## config.mk

```make
export PLATFORM = sky130hd
export DESIGN_NAME = sffc_ctrl
export DESIGN_NICKNAME = d
export VERILOG_FILES = /design/src/rtl/sffc_ctrl.v
export VERILOG_INCLUDE_DIRS = /design/src /design/src/common
export SDC_FILE = /design/constraint.sdc
export NUM_CORES = 1
export LEC_CHECK = 0
export ABC_AREA = 1
export ABC_CLOCK_PERIOD_IN_PS = 9300
export BUFFER_PORTS_ARGS = -buffer_cell sky130_fd_sc_hd__buf_2
export CORE_MARGIN = 3
export CORE_UTILIZATION = 36
export DETAILED_ROUTE_END_ITERATION = 7
export PLACE_DENSITY = 0.53
export SLEW_MARGIN = 30
export SYNTH_ARGS = -nofsm -noshare
export SYNTH_HDL_FRONTEND = slang
export SYNTH_SLANG_ARGS = --single-unit
```

## constraint.sdc

```tcl
create_clock -name mclk -period 9.3 [get_ports mclk]
set_input_delay 1.86 -clock mclk [delete_from_list [all_inputs] [get_ports mclk]]
set_output_delay 1.86 -clock mclk [all_outputs]
set_load 0.02 [all_outputs]
```

## src/common/sffc_regs.vh

```
`ifndef SFFC_REGS_VH
`define SFFC_REGS_VH

// serial opcodes and fixed values
`define SFFC_OP_FAST_READ     8'h0B
`define SFFC_FR_OPCODE_RST    8'h3B
`define SFFC_DUMMY_BYTE       8'h00
`define SFFC_DONT_CARE        8'hFF

// boot signature search
`define SFFC_BOOT_SIG_ADDR    24'h00FFFA
`define SFFC_BOOT_SIG         32'h32444655
`define SFFC_BOOT_SIG_LAST    2'h3
`define SFFC_EXEC_START       24'h000000

// dual mode address forcing
`define SFFC_DUAL_ADDR_ZERO   7'h00

// buffers
`define SFFC_CACHE_BYTES      6'h20
`define SFFC_CMD_BUF_BYTES    4'h8

// serial clock half periods in mclk cycles, per latched speed strap
`define SFFC_HALF_SLOW        3'h4
`define SFFC_HALF_FAST        3'h2

// index of the last bit of a data byte, single and dual
`define SFFC_LAST_BIT_SINGLE  3'h7
`define SFFC_LAST_BIT_DUAL    3'h3

`endif

```

## src/rtl/sffc_ctrl.v

```verilog
`timescale 1ns/10ps
`include "sffc_regs.vh"

module sffc_ctrl (
  input  wire        mclk,
  input  wire        rst_n,
  input  wire        fetch_req,
  input  wire [23:0] fetch_addr,
  input  wire        fetch_dual,
  output reg         fetch_rdy,
  output reg  [7:0]  fetch_data,
  output reg         boot_done,
  output reg         ext_rom_en,
  output reg  [23:0] exec_start_addr,
  input  wire        flash_port_disable_set,
  output reg         flash_port_disabled,
  input  wire        fr_opcode_wr,
  input  wire [7:0]  fr_opcode_data,
  input  wire        cmd_buf_wr,
  input  wire [2:0]  cmd_buf_idx,
  input  wire [7:0]  cmd_buf_data,
  input  wire [3:0]  command_length,
  input  wire        ctl_go_set,
  output reg         ctl_busy,
  input  wire [2:0]  resp_rd_idx,
  output reg  [7:0]  resp_rd_data,
  input  wire        suspend,
  output reg         flash_cs_n,
  output reg         flash_sck,
  output wire        flash_do_o,
  output reg         flash_do_oe,
  input  wire        flash_do_i,
  input  wire        flash_serial_in,
  input  wire        flash_speed_strap_i,
  output reg         flash_speed_strap_o,
  output reg         flash_speed_strap_oe,
  output reg         speed_fast
);

  localparam [2:0] ST_IDLE  = 3'h0;
  localparam [2:0] ST_OPC   = 3'h1;
  localparam [2:0] ST_ADDR  = 3'h2;
  localparam [2:0] ST_DUMMY = 3'h3;
  localparam [2:0] ST_DATA  = 3'h4;
  localparam [2:0] ST_HOLD  = 3'h5;
  localparam [2:0] ST_CMD   = 3'h6;

  reg        do_s1;
  reg        do_s2;
  reg        di_s1;
  reg        di_s2;
  reg        strap_s1;
  reg        strap_s2;
  reg        strap_done_reg;
  reg [2:0]  state_reg;
  reg [2:0]  half_cnt_reg;
  reg [2:0]  bit_cnt_reg;
  reg [3:0]  byte_cnt_reg;
  reg [7:0]  shift_reg;
  reg [7:0]  rx_reg;
  reg        dual_reg;
  reg [23:0] addr_tx_reg;
  reg [23:0] last_addr_reg;
  reg [7:0]  fast_read_opcode_reg;
  reg [23:0] cache_base_reg;
  reg [5:0]  cache_len_reg;
  reg [7:0]  cache_mem [0:31];
  reg [7:0]  cmd_buf [0:7];
  reg [7:0]  response_buffer [0:7];
  reg [3:0]  cmd_len_reg;
  reg        boot_active_reg;
  reg [1:0]  boot_idx_reg;
  reg [23:0] sig_reg;
  reg        retry_reg;
  reg [24:0] retry_req_reg;

  wire [2:0]  half_m1   = (speed_fast ? `SFFC_HALF_FAST : `SFFC_HALF_SLOW) - 3'h1;
  wire        tick      = (half_cnt_reg == 3'h0);
  wire        shifting  = (state_reg == ST_OPC) || (state_reg == ST_ADDR) ||
                          (state_reg == ST_DUMMY) || (state_reg == ST_DATA) ||
                          (state_reg == ST_CMD);
  wire        data_dual = dual_reg && (state_reg == ST_DATA);
  wire        last_bit  = (bit_cnt_reg ==
                           (data_dual ? `SFFC_LAST_BIT_DUAL : `SFFC_LAST_BIT_SINGLE));
  wire        byte_done = shifting && tick && flash_sck && last_bit;
  // io1 (flash output) carries the higher bit of each pair
  wire [7:0]  rx_shift  = data_dual ? {rx_reg[5:0], di_s2, do_s2} : {rx_reg[6:0], di_s2};
  wire        req_w     = boot_active_reg ? 1'b1 : (fetch_req || retry_reg);
  wire [23:0] addr_w    = boot_active_reg ? (`SFFC_BOOT_SIG_ADDR + {22'h0, boot_idx_reg}) :
                          retry_reg ? retry_req_reg[23:0] : fetch_addr;
  wire        dual_w    = boot_active_reg ? 1'b0 : (retry_reg ? retry_req_reg[24] : fetch_dual);
  wire [23:0] cache_off = addr_w - cache_base_reg;
  wire        cache_hit = !boot_active_reg && (cache_len_reg != 6'h00) &&
                          (cache_off < {18'h0, cache_len_reg});
  wire [23:0] next_seq  = last_addr_reg + 24'h1;
  wire [3:0]  next_idx  = byte_cnt_reg + 4'h1;
  wire [3:0]  resp_idx  = byte_cnt_reg - 4'h1;

  assign flash_do_o = shift_reg[7];

  // first stage of each synchroniser feeds only the second
  always @(posedge mclk) begin
    do_s1    <= flash_do_i;
    do_s2    <= do_s1;
    di_s1    <= flash_serial_in;
    di_s2    <= di_s1;
    strap_s1 <= flash_speed_strap_i;
    strap_s2 <= strap_s1;
  end

  // strap pin: released in reset, latched once after release
  always @(posedge mclk) begin
    if (!rst_n) begin
      strap_done_reg       <= 1'b0;
      speed_fast           <= 1'b0;
      flash_speed_strap_o  <= 1'b0;
      flash_speed_strap_oe <= 1'b0;
    end else begin
      if (!strap_done_reg) begin
        strap_done_reg <= 1'b1;
        speed_fast     <= strap_s2;
      end
      flash_speed_strap_o  <= suspend ? 1'b0 : speed_fast;
      flash_speed_strap_oe <= strap_done_reg && !(suspend && speed_fast);
    end
  end

  // software side registers
  always @(posedge mclk) begin
    if (!rst_n) begin
      fast_read_opcode_reg <= `SFFC_FR_OPCODE_RST;
      flash_port_disabled  <= 1'b0;
    end else begin
      if (fr_opcode_wr)
        fast_read_opcode_reg <= fr_opcode_data;
      if (flash_port_disable_set)
        flash_port_disabled <= 1'b1;
    end
  end

  always @(posedge mclk) begin
    if (cmd_buf_wr)
      cmd_buf[cmd_buf_idx] <= cmd_buf_data;
    resp_rd_data <= response_buffer[resp_rd_idx];
  end

  // fetch, boot and command sequencer
  always @(posedge mclk) begin
    if (!rst_n) begin
      state_reg       <= ST_IDLE;
      flash_cs_n      <= 1'b1;
      flash_sck       <= 1'b0;
      flash_do_oe     <= 1'b0;
      half_cnt_reg    <= 3'h0;
      bit_cnt_reg     <= 3'h0;
      byte_cnt_reg    <= 4'h0;
      shift_reg       <= 8'h00;
      rx_reg          <= 8'h00;
      dual_reg        <= 1'b0;
      addr_tx_reg     <= 24'h0;
      last_addr_reg   <= 24'h0;
      cache_base_reg  <= 24'h0;
      cache_len_reg   <= 6'h00;
      cmd_len_reg     <= 4'h0;
      ctl_busy        <= 1'b0;
      fetch_rdy       <= 1'b0;
      fetch_data      <= 8'h00;
      boot_active_reg <= 1'b1;
      boot_idx_reg    <= 2'h0;
      sig_reg         <= 24'h0;
      retry_reg       <= 1'b0;
      boot_done       <= 1'b0;
      ext_rom_en      <= 1'b0;
      exec_start_addr <= 24'h0;
    end else begin
      fetch_rdy <= 1'b0;
      retry_reg <= 1'b0;
      // launch set wins over the self-clear below
      if (ctl_go_set)
        ctl_busy <= 1'b1;
      if (shifting) begin
        if (tick) begin
          half_cnt_reg <= half_m1;
          if (!flash_sck) begin
            flash_sck <= 1'b1;
          end else begin
            flash_sck   <= 1'b0;
            rx_reg      <= rx_shift;
            shift_reg   <= {shift_reg[6:0], 1'b0};
            bit_cnt_reg <= bit_cnt_reg + 3'h1;
          end
        end else begin
          half_cnt_reg <= half_cnt_reg - 3'h1;
        end
      end
      case (state_reg)
        ST_IDLE: begin
          flash_cs_n  <= 1'b1;
          flash_do_oe <= 1'b0;
          if (!strap_done_reg) begin
            state_reg <= ST_IDLE;
          end else if (flash_port_disabled) begin
            if (boot_active_reg) begin
              boot_active_reg <= 1'b0;
              boot_done       <= 1'b1;
            end
            if (ctl_busy && !ctl_go_set)
              ctl_busy <= 1'b0;
          end else if (ctl_busy && !boot_active_reg) begin
            if (command_length == 4'h0) begin
              ctl_busy <= ctl_go_set;
            end else begin
              cmd_len_reg  <= command_length;
              flash_cs_n   <= 1'b0;
              flash_do_oe  <= 1'b1;
              shift_reg    <= cmd_buf[0];
              byte_cnt_reg <= 4'h0;
              bit_cnt_reg  <= 3'h0;
              half_cnt_reg <= half_m1;
              state_reg    <= ST_CMD;
            end
          end else if (req_w && (boot_active_reg || boot_done)) begin
            if (cache_hit) begin
              fetch_data    <= cache_mem[addr_w[4:0]];
              fetch_rdy     <= 1'b1;
              last_addr_reg <= addr_w;
            end else begin
              flash_cs_n     <= 1'b0;
              flash_do_oe    <= 1'b1;
              dual_reg       <= dual_w;
              shift_reg      <= dual_w ? fast_read_opcode_reg : `SFFC_OP_FAST_READ;
              addr_tx_reg    <= dual_w ? {`SFFC_DUAL_ADDR_ZERO, addr_w[16:0]} : addr_w;
              last_addr_reg  <= addr_w;
              cache_base_reg <= addr_w;
              cache_len_reg  <= 6'h00;
              bit_cnt_reg    <= 3'h0;
              half_cnt_reg   <= half_m1;
              state_reg      <= ST_OPC;
            end
          end
        end
        ST_OPC: begin
          if (byte_done) begin
            shift_reg    <= addr_tx_reg[23:16];
            byte_cnt_reg <= 4'h0;
            bit_cnt_reg  <= 3'h0;
            state_reg    <= ST_ADDR;
          end
        end
        ST_ADDR: begin
          if (byte_done) begin
            bit_cnt_reg  <= 3'h0;
            byte_cnt_reg <= next_idx;
            if (byte_cnt_reg == 4'h0) begin
              shift_reg <= addr_tx_reg[15:8];
            end else if (byte_cnt_reg == 4'h1) begin
              shift_reg <= addr_tx_reg[7:0];
            end else begin
              shift_reg <= `SFFC_DUMMY_BYTE;
              state_reg <= ST_DUMMY;
            end
          end
        end
        ST_DUMMY: begin
          if (byte_done) begin
            bit_cnt_reg <= 3'h0;
            flash_do_oe <= !dual_reg;
            state_reg   <= ST_DATA;
          end
        end
        ST_DATA: begin
          if (byte_done) begin
            cache_mem[last_addr_reg[4:0]] <= rx_shift;
            if (cache_len_reg == `SFFC_CACHE_BYTES)
              cache_base_reg <= cache_base_reg + 24'h1;
            else
              cache_len_reg <= cache_len_reg + 6'h01;
            if (boot_active_reg) begin
              sig_reg      <= {sig_reg[15:0], rx_shift};
              boot_idx_reg <= boot_idx_reg + 2'h1;
              if (boot_idx_reg == `SFFC_BOOT_SIG_LAST) begin
                boot_active_reg <= 1'b0;
                boot_done       <= 1'b1;
                ext_rom_en      <= ({sig_reg, rx_shift} == `SFFC_BOOT_SIG);
                exec_start_addr <= `SFFC_EXEC_START;
                flash_cs_n      <= 1'b1;
                state_reg       <= ST_IDLE;
              end else begin
                state_reg <= ST_HOLD;
              end
            end else begin
              fetch_data <= rx_shift;
              fetch_rdy  <= 1'b1;
              state_reg  <= ST_HOLD;
            end
          end
        end
        ST_HOLD: begin
          // chip select stays low between sequential bytes, clock parked
          if (flash_port_disabled || (ctl_busy && !boot_active_reg)) begin // launch ends the read
            flash_cs_n <= 1'b1;
            state_reg  <= ST_IDLE;
          end else if (req_w) begin
            if (addr_w == next_seq) begin
              last_addr_reg <= addr_w;
              bit_cnt_reg   <= 3'h0;
              half_cnt_reg  <= half_m1;
              state_reg     <= ST_DATA;
            end else begin
              // the new request is retried from idle one cycle later
              flash_cs_n    <= 1'b1;
              state_reg     <= ST_IDLE;
              retry_reg     <= 1'b1;
              retry_req_reg <= {fetch_dual, fetch_addr};
            end
          end
        end
        ST_CMD: begin
          if (byte_done) begin
            // input captured even for erases; software ignores it
            if ((byte_cnt_reg != 4'h0) && (resp_idx < `SFFC_CMD_BUF_BYTES))
              response_buffer[resp_idx[2:0]] <= rx_shift;
            bit_cnt_reg  <= 3'h0;
            byte_cnt_reg <= next_idx;
            if (next_idx == cmd_len_reg) begin
              flash_cs_n  <= 1'b1;
              flash_do_oe <= 1'b0;
              ctl_busy    <= ctl_go_set;
              state_reg   <= ST_IDLE;
            end else if (next_idx < `SFFC_CMD_BUF_BYTES) begin
              shift_reg <= cmd_buf[next_idx[2:0]];
            end else begin
              shift_reg <= `SFFC_DONT_CARE;
            end
          end
        end
        default: begin
          flash_cs_n <= 1'b1;
          state_reg  <= ST_IDLE;
        end
      endcase
    end
  end

endmodule // sffc_ctrl

```

; ---- Yosys cells after proc, flatten, opt, wreduce, memory -nomap -nowiden
; Memories as Yosys holds them, arrays and structs flattened. A register that Yosys moved wholly into a read port is not among the register bits.
; Cells that the tools add are included.
; W data, S select, Z words.
[word_totals]
reg_bits = 198
ram_bits = 384
in_bits = 62
output_inout_bits = 52
elab_cells = 342
n_memories = 3
[mem_list]
columns = memory, words, word_bits, rd, rd_clocked_by_memory_dff, write_ports, line_no
row1 = cache_mem, 32, 8, 1, 0, 1, sffc_ctrl.v:67  ; reg [7:0] cache_mem [0:31];
row2 = cmd_buf, 8, 8, 2, 0, 1, sffc_ctrl.v:68  ; reg [7:0] cmd_buf [0:7];
row3 = response_buffer, 8, 8, 1, 1, 1, sffc_ctrl.v:69  ; reg [7:0] response_buffer [0:7];
[op_classes]
add_sub_neg = 11
order_cmp = 3
n_eq_ne = 46
mux = 177
bitwise = 10
n_reduce_logical = 55
[ops]
columns = cell, n
row1 = $mux W24, 17
row2 = $mux W8, 25
row3 = $mux W3, 45
row4 = $pmux W24 S2, 2
row5 = $mux W1, 62
row6 = $add A24 B1 Y24 const B, 2
row7 = $ne A2 B2 Y1 const B, 23
row8 = $mux W6, 7
row9 = $reduce_and A8 Y1, 5
row10 = $eq A32 B30 Y1 const B, 1
row11 = $pmux W8 S4, 1
row12 = $eq A24 B24 Y1, 1
row13 = $lt A24 B6 Y1, 1
row14 = $mux W4, 6
row15 = $sub A24 B24 Y24, 1
row16 = $pmux W3 S7, 1
row17 = $add A16 B2 Y17 const A, 1
row18 = $pmux W8 S2, 1
row19 = $reduce_and A7 Y1, 2
row20 = $reduce_and A13 Y1, 1
row21 = $logic_and A1 B1 Y1, 12
row22 = $ne A4 B4 Y1 const B, 3
row23 = $pmux W4 S3, 1
row24 = $pmux W6 S2, 1
row25 = 39 further kinds, 80

; ---- Longest topological paths before layout
; Gate-level depths: netlist (run 1).
[depth]
word_depth = 12
depth_mapped = 34

; ---- Worst setup path before layout (run 1)
; No wires, ideal clock.
[synth_timing]
path_type = input -> register
startpoint = input fetch_addr[16]
endpoint = register retry_req_reg[0], enable pin
setup_ns = 0.470
t_arrival_ns = 5.330
t_required_ns = 8.830
slack_ns = 3.500
path_stages = 12
path_buffers = 0
path_cell_list = or2_2 -> nand3_2 -> xor2_1 -> inv_1 -> nand2_1 -> nand2_1 -> nand2_1 -> nor2_1 -> nand3_1 -> nor2_1 -> and2_1 -> nor4_1
[synth_between]
elab_chain_len = 5
[synth_lines]
columns = element, line_no
row1 = start: declaration, sffc_ctrl.v:8  ; input wire [23:0] fetch_addr,
row2 = $mux W24, sffc_ctrl.v:90  ; retry_reg ? retry_req_reg[23:0] : fetch_addr;
row3 = $mux W24, sffc_ctrl.v:89  ; wire [23:0] addr_w = boot_active_reg ? (`SFFC_BOOT_SIG_ADDR + {22'h0, boot_idx_reg}) :
row4 = $eq A24 B24 Y1, sffc_ctrl.v:304  ; if (addr_w == next_seq) begin
row5 = $not A1 Y1 (no line), n/a
row6 = $reduce_and A5 Y1 (no line), n/a
row7 = end signal: assignment, sffc_ctrl.v:314  ; retry_req_reg <= {fetch_dual, fetch_addr};
row8 = end: declaration, sffc_ctrl.v:75  ; reg [24:0] retry_req_reg;
; No other way between the ends.
; A chain may end at the register's enable or synchronous reset.

; ---- Final worst setup path (run 1)
[layout_timing]
startpoint = input fetch_addr[1]
endpoint = register bit_cnt_reg[1]
[layout_between]
elab_chain_len = 11
word_cells_on_any_way = 15
classes_between = add/sub (1) / order compare (1) / eq/ne (1) / mux (11) / reduce/logical (1)
[layout_lines]
columns = element, line_no
row1 = $mux W24 *, sffc_ctrl.v:90
row2 = $mux W24 *, sffc_ctrl.v:89
row3 = $sub A24 B24 Y24, sffc_ctrl.v:92  ; wire [23:0] cache_off = addr_w - cache_base_reg;
row4 = $lt A24 B6 Y1, sffc_ctrl.v:94  ; (cache_off < {18'h0, cache_len_reg});
row5 = $logic_and A1 B1 Y1, sffc_ctrl.v:93  ; wire cache_hit = !boot_active_reg && (cache_len_reg != 6'h00) &&
row6 = $mux W3, sffc_ctrl.v:223  ; if (cache_hit) begin
row7 = $mux W3, sffc_ctrl.v:222  ; end else if (req_w && (boot_active_reg || boot_done)) begin
row8 = $mux W3, sffc_ctrl.v:209  ; end else if (ctl_busy && !boot_active_reg) begin
row9 = $mux W3, sffc_ctrl.v:202  ; end else if (flash_port_disabled) begin
row10 = $mux W3, sffc_ctrl.v:200  ; if (!strap_done_reg) begin
row11 = $pmux W3 S3 *, sffc_ctrl.v:196  ; case (state_reg)
row12 = end signal: assignment, sffc_ctrl.v:190  ; bit_cnt_reg <= bit_cnt_reg + 3'h1;
row13 = end: declaration, sffc_ctrl.v:57  ; reg [2:0] bit_cnt_reg;
; Mark *: on every way between the ends. The rest lies on a longest branch, timed or not.

==> results by group, run 1 <==
Logic synthesis
  – Yosys top cell by area: edfxtp_1
  – Count leader, synth: nand2_1
  – Syn_area_per_cell: 8.92 um^2
  – Post-synth EDFFs: 409
  – Commonest cells in the synthesized netlist: 585 x nand2_1, 434 x nor2_1, 409 x edfxtp_1, 308 x o21ai_0, 280 x inv_1
  – Synth Warn #: 0
  – Async SR Flop Fraction: 0
  – Top_reg_cell synth: edfxtp_1
  – Area contributors post-synth: edfxtp_1 42%, dfxtp_1 13%, nand2_1 7.6%
  – Post-Syn Instances: 3239
  – Synth unique cells: 61
  – Post-synth top area share: 0.425
  – Cell Area, Synth: 28900 um^2
  – #FFs+latches synth: slightly below 600
  – Seq/Total Area, Yosys: 0.550

Place
  – Post-DP HPWL: 55100 um
  – Dpl ws: ~3300 ps
  – Routability cong.: roughly 0.9
  – IO Port Bufs: a little under 90

STA
  – Relative slew slack: 0.391
  – Final Cycle Share: 0.584
  – Post-route setup slack: 3870 ps
  – Worst-margin pin slew: a little over 900 ps
  – Final setup skew: 35.9 ps
  – Fin crit period: 5430 ps
  – Fin Hold WS: 328 ps
  – Slew Limit Fails: 0
  – Fmax: 184 MHz
  – Final Hold Vio Count: 0
  – Final setup fails: 0
  – TNS Setup: 0 ps
  – RSZ-0062 raised after global routing: no

Global routing
  – Met2 layer usage reported by global route: 0.325
  – Met1 Track Usage GR: 0.262
  – Initial antenna violation count: 0
  – First-pass GRT wire length: between 100000 and 150000 um
  – Met3 GRT Util: 0.0278
  – Vias in the first global route: 21900
  – Grt peak-use layer: met2
  – GRT Util Overall: 0.197
  – Largest net degree at the start of global routing: 95
  – GRT overflow: 0

Die
  – Full die area: about 84000 um^2
  – Core area: a little under 80000 um^2
  – Starting Density: 0.365
  – Die height: just under 300 um
  – Core Rows: 103
  – Chip Width: 289 um
  – Ports: 114

Clock tree
  – Worst-path clk slew: about 60 ps
  – H-tree depth: 3
  – Cts repair resizes: 0
  – Cts hold-fix bufs: 0
  – Setup Buffers After CTS: 0
  – Clk_lat worst skew: slightly above 600 ps
  – Num CTS Buffers: between 60 and 70
  – Root Buffer: clkbuf_16
  – Max clock buf depth: 3
  – TritonCTS Sinks: 590
  – CTS tree: done

Final layout
  – Ant diodes: 0
  – FILL cells: 7876
  – Largest register FFs: between 200 and 300
  – Synth-to-Final Area Change: 12.6%
  – Final core occ: 0.411
  – Nets@finish: between 3000 and 4000
  – Layout cell share with drive strength beyond 1: 0.0992

Hold path
  – Hold-critical path depth: 0
  – Hold crit path type: flip-flop to flip-flop

Drt
  – DR iter-0 viols: 1712
  – First drt pass iteration count: 6
  – DR WL/cell: 18.9 um
  – Antenna viol nets, final: 0
  – Vias per inst: 5.13
  – Residual DRC: 0
  – Routed wire length: ~83000 um
  – Via count: around 23000

Power and ir drop
  – PD cells: between 200 and 300 nW/um^2
  – Peak supply drop: ~0.00013 V
  – Static Leak: about 12 nW

Run
  – # Max-Cap Violations: 0

Critical path
  – Critical path class: input port to flip-flop
  – Worst setup EP type: flip-flop
  – Critical Path Source Type: input port
  – R2R cell count: 28
  – Worst EP required: 9840 ps
  – Crit-path max FO: 61
  – Crit path DAT: 5970 ps

Outcome
  – Outcome: completed
## cell type report
cell class	instances	area [um^2]	area share
flip-flops and latches	590	15900	0.489
repair buffers	123	707	0.0217
inverters	299	1120	0.0345
well taps	1050	1310	0.0404
multi-input cells	2202	11100	0.342
clock inverters	34	415	0.0128
clock buffers	90	1940	0.0596
## critical path, cell delays in order
cell and delay, ps:
buf_2 100, nand2_1 70, nand3_2 80, nand2_2 80
buf_4 580, inv_2 70, ha_1 320, nand3_1 90
nand2_2 120, xor2_1 170, ha_1 260, a21oi_1 120
o21ai_0 100, a21o_1 160, nand2_1 70, nand2_1 70
nor2_1 100, nand2_1 60, nor2_1 160, nand2_1 340
nand2_2 330, nand2_1 110, nand3_1 130, nand2_1 90
nand3_1 120, nand2_1 60, inv_1 50
## through the flow
stage / cells / instance area [um^2] / power [mW]
floorplan: 3262 / 29000 / 5.68
global placement: 4264 / 30200 / 6.60
detailed placement: 4264 / 30200 / 6.61
CTS: 4388 / 32500 / 9.44
global route: 4388 / 32600 / 10.0
finish: 4388 / 32600 / 9.37
## report_power, final
part           switching [mW]  internal (mW)  leakage (nW)
registers               0.187           3.08          5.22
logic                    2.32          0.981          6.02
clock network            1.10           1.70          1.15
total                    3.61           5.76          12.4
## worst paths after layout
| path | start | slack, ps | end |
|---|---|---|---|
| max reg2reg | retry_reg$_SDFF_PP0_ | 4200 | bit_cnt_reg[1]$_SDFF_PN0_ |
| min reg2reg | do_s1$_DFF_P_ | 330 | do_s2$_DFF_P_ |
| max | fetch_addr[1] | 3870 | bit_cnt_reg[1]$_SDFF_PN0_ |
| min | do_s1$_DFF_P_ | 330 | do_s2$_DFF_P_ |
## cells by family (layout without fill, tap and decap cells)
group                      count (synthesis)  in the layout  share of synthesized area
muxes                                      1              1                   0.000346
adders and majority gates                 44             44                     0.0193
AOI/OAI and AO/OA                        696            696                      0.136
and+or+nand+nor                         1386           1386                      0.209
DFF                                      590            590                      0.550
xor gates and xnor gates                  51             51                     0.0155
other                                      1             24                   0.000130
buffers and inverters                    470            546                     0.0696
## placed cells by master, fill, tap and decap left out, types with 10 or more instances in the layout
| cell | n |
|---|---|
| a211oi_1 | 15 |
| a21oi_1 | 227 |
| a31oi_1 | 11 |
| buf_2 | 88 |
| buf_4 | 34 |
| clkbuf_1 | 12 |
| clkbuf_16 | 73 |
| clkinv_1 | 13 |
| clkinv_2 | 12 |
| conb_1 | 24 |
| dfxtp_1 | 181 |
| edfxtp_1 | 409 |
| ha_1 | 43 |
| inv_1 | 277 |
| inv_2 | 15 |
| nand2_1 | 584 |
| nand2_2 | 10 |
| nand3_1 | 207 |
| nand3_2 | 22 |
| nand4_1 | 26 |
| nor2_1 | 434 |
| nor3_1 | 27 |
| nor4_1 | 17 |
| o211ai_1 | 14 |
| o21ai_0 | 303 |
| o21ai_1 | 20 |
| o221ai_1 | 56 |
| o22ai_1 | 13 |
| or2_2 | 15 |
| xor2_1 | 45 |
## routing by layer
layer | share of wire | routed length [um] | up-vias
met5 | 0 | 0 | -
met4 | 0.037 | 3110 | 0
met3 | 0.046 | 3840 | 141
met2 | 0.47 | 38800 | 541
met1 | 0.45 | 37400 | 10700
li1 | - | - | 11200
Power figures use the tool's default switching activity.
==> run 2: changes to the inputs <==
--- a/config.mk
+++ b/config.mk
@@ -6,13 +6,13 @@
 export SDC_FILE = /design/constraint.sdc
 export NUM_CORES = 1
 export LEC_CHECK = 0
-export ABC_AREA = 1
-export ABC_CLOCK_PERIOD_IN_PS = 9300
+export ABC_AREA = 0
+export ABC_CLOCK_PERIOD_IN_PS = 4400
 export BUFFER_PORTS_ARGS = -buffer_cell sky130_fd_sc_hd__buf_2
 export CORE_MARGIN = 3
 export CORE_UTILIZATION = 36
 export DETAILED_ROUTE_END_ITERATION = 7
-export PLACE_DENSITY = 0.53
+export PLACE_DENSITY = 0.55
 export SLEW_MARGIN = 30
 export SYNTH_ARGS = -nofsm -noshare
 export SYNTH_HDL_FRONTEND = slang
==> constraint.sdc (replaced) <==
create_clock -name mclk -period 4.4 [get_ports mclk]
set_input_delay 0.88 -clock mclk [delete_from_list [all_inputs] [get_ports mclk]]
set_output_delay 0.88 -clock mclk [all_outputs]
set_load 0.02 [all_outputs]
==> run 2 against run 1 <==
Sequential power rose by 99%; final area rose by 2.2%; via count fell by 13%; non-clock buffer count rose by 201; clock-buffer cell count fell by 12; global-route usage fell by 0.50 points; register-to-register slack got worse by 4300 ps; wire length fell by 6.5%; the run now ends with setup timing left; highest routed layer is now met5; area after synthesis fell by 4.7%.
==> results by group, run 2 <==
Drt
  – First drt pass iteration count: 6 (unchanged)
  – Routed wire length: 77700 um (-6.5%)
  – DR WL/cell: 21.7 um (+15%)
  – Via count: 19500 (-13%)
  – DR iter-0 viols: 1343 (-22%)
  – Residual DRC: 0 (unchanged)
  – Antenna viol nets, final: 0 (unchanged)
  – Vias per inst: 5.46 (+6.4%)

Final layout
  – Synth-to-Final Area Change: 20.8%
  – Non-Filler Instances: 3580 (-18%)
  – Nets@finish: 2665 (-21%)
  – Commonest non-fill, non-tap cell in the layout: edfxtp_1
  – Commonest non-fill, non-tap cells in the layout: 409 x edfxtp_1, 252 x nand2_1, 207 x buf_4, 194 x nor2_1, 179 x dfxtp_1
  – Design area: 33300 um^2 (+2.2%)
  – Ant diodes: 0 (unchanged)
  – Largest register FFs: 256 (unchanged)
  – Layout cell share with drive strength beyond 1: 0.256 (+0.157)
  – FILL cells: 6920 (-12%)

Place
  – DP Area: 30300 um^2 (+0.50%)
  – Dpl ws: -1010 ps (-4350 ps)
  – Post-DP HPWL: 53400 um (-3.1%)
  – IO Port Bufs: 89 (unchanged)
  – Inst Count DP: 3440 (-19%)
  – Routability cong.: 0.889 (-1.6%)

STA
  – RSZ-0062 raised after global routing: yes
  – Relative slew slack: 0.357 (-0.0344)
  – Worst-margin pin slew: 964 ps (+53.9 ps)
  – Fmax: 221 MHz
  – Fin crit period: 4530 ps
  – Final setup fails: 44 (+44)
  – Final setup skew: 24.4 ps (-11.5 ps)
  – Final Cycle Share: 1.03
  – Post-route setup slack: -131 ps (-4000 ps)
  – Final Hold Vio Count: 0 (unchanged)
  – Slew Limit Fails: 0 (unchanged)

Critical path
  – Critical path origin: retry_reg$_SDFF_PP0_
  – Crit path DAT: 5020 ps (-950 ps)
  – Worst EP required: 4890 ps (-4950 ps)
  – R2R cell count: 22 (-21%)
  – Worst path bufs/invs: 5 (+1)
  – Worst setup EP type: flip-flop
  – Delay-heaviest family, CP: compound AO/OA/AOI/OAI gates
  – Worst r2r src: retry_reg$_SDFF_PP0_
  – Largest stage delay, worst path: 410 ps (-170 ps)
  – R2R setup slack: -130 ps (-4330 ps)
  – R2r endpoint: cache_len_reg[3]$_SDFFE_PN0P_
  – Crit-path max FO: 7 (-89%)
  – Slowest-stage cell, CP: dfxtp_4
  – Critical Path Source Type: flip-flop
  – Crit-path cells: buf_8, buf_12, a211oi_4, clkinv_4, ha_4, o211ai_1, a21oi_2, nor2_1, xnor2_1, ha_1, nor2b_4, a2111oi_4, o2111a_1, nand4_1, nor4_1, nand4_1, nor2_4, a2bb2oi_4, buf_6, buf_6, o211ai_1, o31ai_1
  – Critical path class: flip-flop to flip-flop

Logic synthesis
  – Synth Warn #: 0 (unchanged)
  – Cell Area, Synth: 27500 um^2 (-4.7%)
  – Syn_area_per_cell: 11.9 um^2 (+34%)
  – Commonest cells in the synthesized netlist: 409 x edfxtp_1, 255 x nand2_1, 207 x nor2_1, 181 x dfxtp_1, 140 x a21oi_1
  – Post-synth EDFFs: 409 (unchanged)
  – #FFs+latches synth: 590 (unchanged)
  – Count leader, synth: edfxtp_1
  – Area contributors post-synth: edfxtp_1 45%, dfxtp_1 13%, mux4_2 7.9%
  – Synth unique cells: 82 (+34%)
  – Post-synth top area share: 0.446 (+0.0211)
  – Async SR Flop Fraction: 0 (unchanged)
  – Post-Syn Instances: 2307 (-29%)
  – Seq/Total Area, Yosys: 0.578 (+0.0273)
  – Yosys top cell by area: edfxtp_1
  – Top_reg_cell synth: edfxtp_1

Clock tree
  – Cts hold-fix bufs: 0 (unchanged)
  – Max clock buf depth: 3 (unchanged)
  – TritonCTS Sinks: 590 (unchanged)
  – Worst-path clk slew: 60 ps (about the same)
  – Root Buffer: clkbuf_16
  – CTS tree: done
  – Num CTS Buffers: 66 (-1.5%)
  – H-tree depth: 3 (unchanged)
  – Clk_lat worst skew: 620 ps (about the same)

Power and ir drop
  – Flop pwr share: 0.389 (+0.041)
  – Peak supply drop: 0.000262 V (+110%)
  – Static Leak: 11.6 nW (-6.3%)
  – Sw frac: 0.311 (-0.0740)
  – Total net switching power: 5.20 mW (+44%)
  – Clk network pwr share: 0.338 (+0.039)
  – Pint: 11.5 mW (+100%)
  – PD cells: 502 nW/um^2 (+74%)
  – Gate power share: 0.274 (-0.078)

Die
  – Chip Width: 283 um (-2.3%)
  – Starting Density: 0.367 (+0.00213)
  – Ports: 114 (unchanged)
  – Die height: 283 um (-2.3%)
  – Core Rows: 100 (-2.9%)
  – Core area: 75100 um^2 (-5.3%)
  – Full die area: 79900 um^2 (-4.6%)

Hold path
  – Hold wc startpoint: strap_s1$_DFF_P_
  – Hold crit path type: flip-flop to flip-flop
  – Hold Path End: strap_s2$_DFF_P_
  – Hold-critical path depth: 0 (unchanged)

Global routing
  – First-pass GRT wire length: 117000 um (-8.6%)
  – Initial antenna violation count: 3 (+3)
  – GRT Util Overall: 0.192 (-0.00503)
  – Largest net degree at the start of global routing: 66 (-31%)
  – Vias in the first global route: 19400 (-11%)
  – GRT overflow: 0 (unchanged)

Outcome
  – Outcome: finished, violations left
  – Failing checks: setup timing

Run
  – # Max-Cap Violations: 0 (unchanged)
[run 2: changes by cell type after synthesis, sizes merged, moves of 39 or more]
cell / delta
a211oi: +39
a21oi: -90
inv: -232
mux2i: +70
mux4: +96
nand2: -343
nand3: -137
nor2: -235
o21ai: -249
o221ai: -53
[run 2: layout make-up]
| type | instances | area (um^2) | area share |
|---|---|---|---|
| clock buffers | 78 | 1760 | 0.0528 |
| clock inverters | 42 | 475 | 0.0143 |
| inverters | 66 | 258 | 0.00774 |
| multi-input cells | 1511 | 11200 | 0.338 |
| flip-flops and latches | 590 | 15900 | 0.478 |
| well taps | 969 | 1210 | 0.0364 |
| repair buffers | 324 | 2430 | 0.0730 |
[run 2: kinds of logic (layout without fill, tap and decap cells)]
logic type      Yosys count  count (layout)  synth area share
compound gates          443             443             0.107
xor+xnor                 59              59            0.0198
fa+ha+maj                45              45            0.0206
buf+inv                 230             510            0.0369
flops                   590             590             0.578
mux                     186             186             0.112
other cells               1              24          0.000136
simple gates            753             754             0.126
[run 2: power groups by stage]
stage / Combinational (mW) / Clock, mW / Sequential [mW]
2_1_floorplan: 2.78 / 0 / 6.51
3_3_place_gp: 4.14 / 0 / 6.59
3_5_place_dp: 4.19 / 0 / 6.60
4_1_cts: 4.31 / 5.76 / 6.48
5_1_grt: 4.99 / 5.99 / 6.51
6_report: 4.57 / 5.63 / 6.49
[run 2: how the worst max path moves through the flow]
stage	endpoint	cells past startpoint
detailed placement	cache_len_reg[3]$_SDFFE_PN0P_	23
global route	cache_len_reg[2]$_SDFFE_PN0P_	22
CTS	cache_base_reg[20]$_SDFFE_PN0P_	21
finish	cache_len_reg[3]$_SDFFE_PN0P_	22
global placement	cache_len_reg[5]$_SDFFE_PN0P_	23
floorplan	cache_base_reg[4]$_SDFFE_PN0P_	24
[run 2: through the flow]
step	hold WS (ps)	utilization	setup TNS [ps]	power (mW)
2_1_floorplan	310	-	-34320	9.30
3_3_place_gp	317	0.404	-62890	10.7
3_5_place_dp	315	0.404	-75320	10.8
4_1_cts	327	0.437	-3290	16.6
5_1_grt	335	0.443	-21110	17.5
6_report	325	0.443	-2730	16.7
[run 2: routing by layer]
layer	share of wire	track usage	up-vias	routed length, um
met4	0.046	0.0848	2	3600
met5	0.00015	0	-	12
met2	0.47	0.309	593	36400
met1	0.43	0.256	9633	33400
met3	0.054	0.0339	175	4210
li1	-	-	9127	-
[run 2: worst reg2reg max path: stages (launching register included)]
cell and delay, ps:
dfxtp_4 410, buf_8 160, buf_12 120, a211oi_4 310
clkinv_4 100, ha_4 280, o211ai_1 110, a21oi_2 150
nor2_1 70, xnor2_1 240, ha_1 300, nor2b_4 140
a2111oi_4 180, o2111a_1 220, nand4_1 70, nor4_1 270
nand4_1 240, nor2_4 210, a2bb2oi_4 290, buf_6 200
buf_6 130, o211ai_1 90, o31ai_1 110
[run 2: repair_timing]
item | in CTS | in global routing
buffers inserted | 9 | 7
gates cloned | 1 | 2
setup endpoints to repair | 82 | 81
pin swaps | 17 | 37
gates resized for setup | 29 | 82
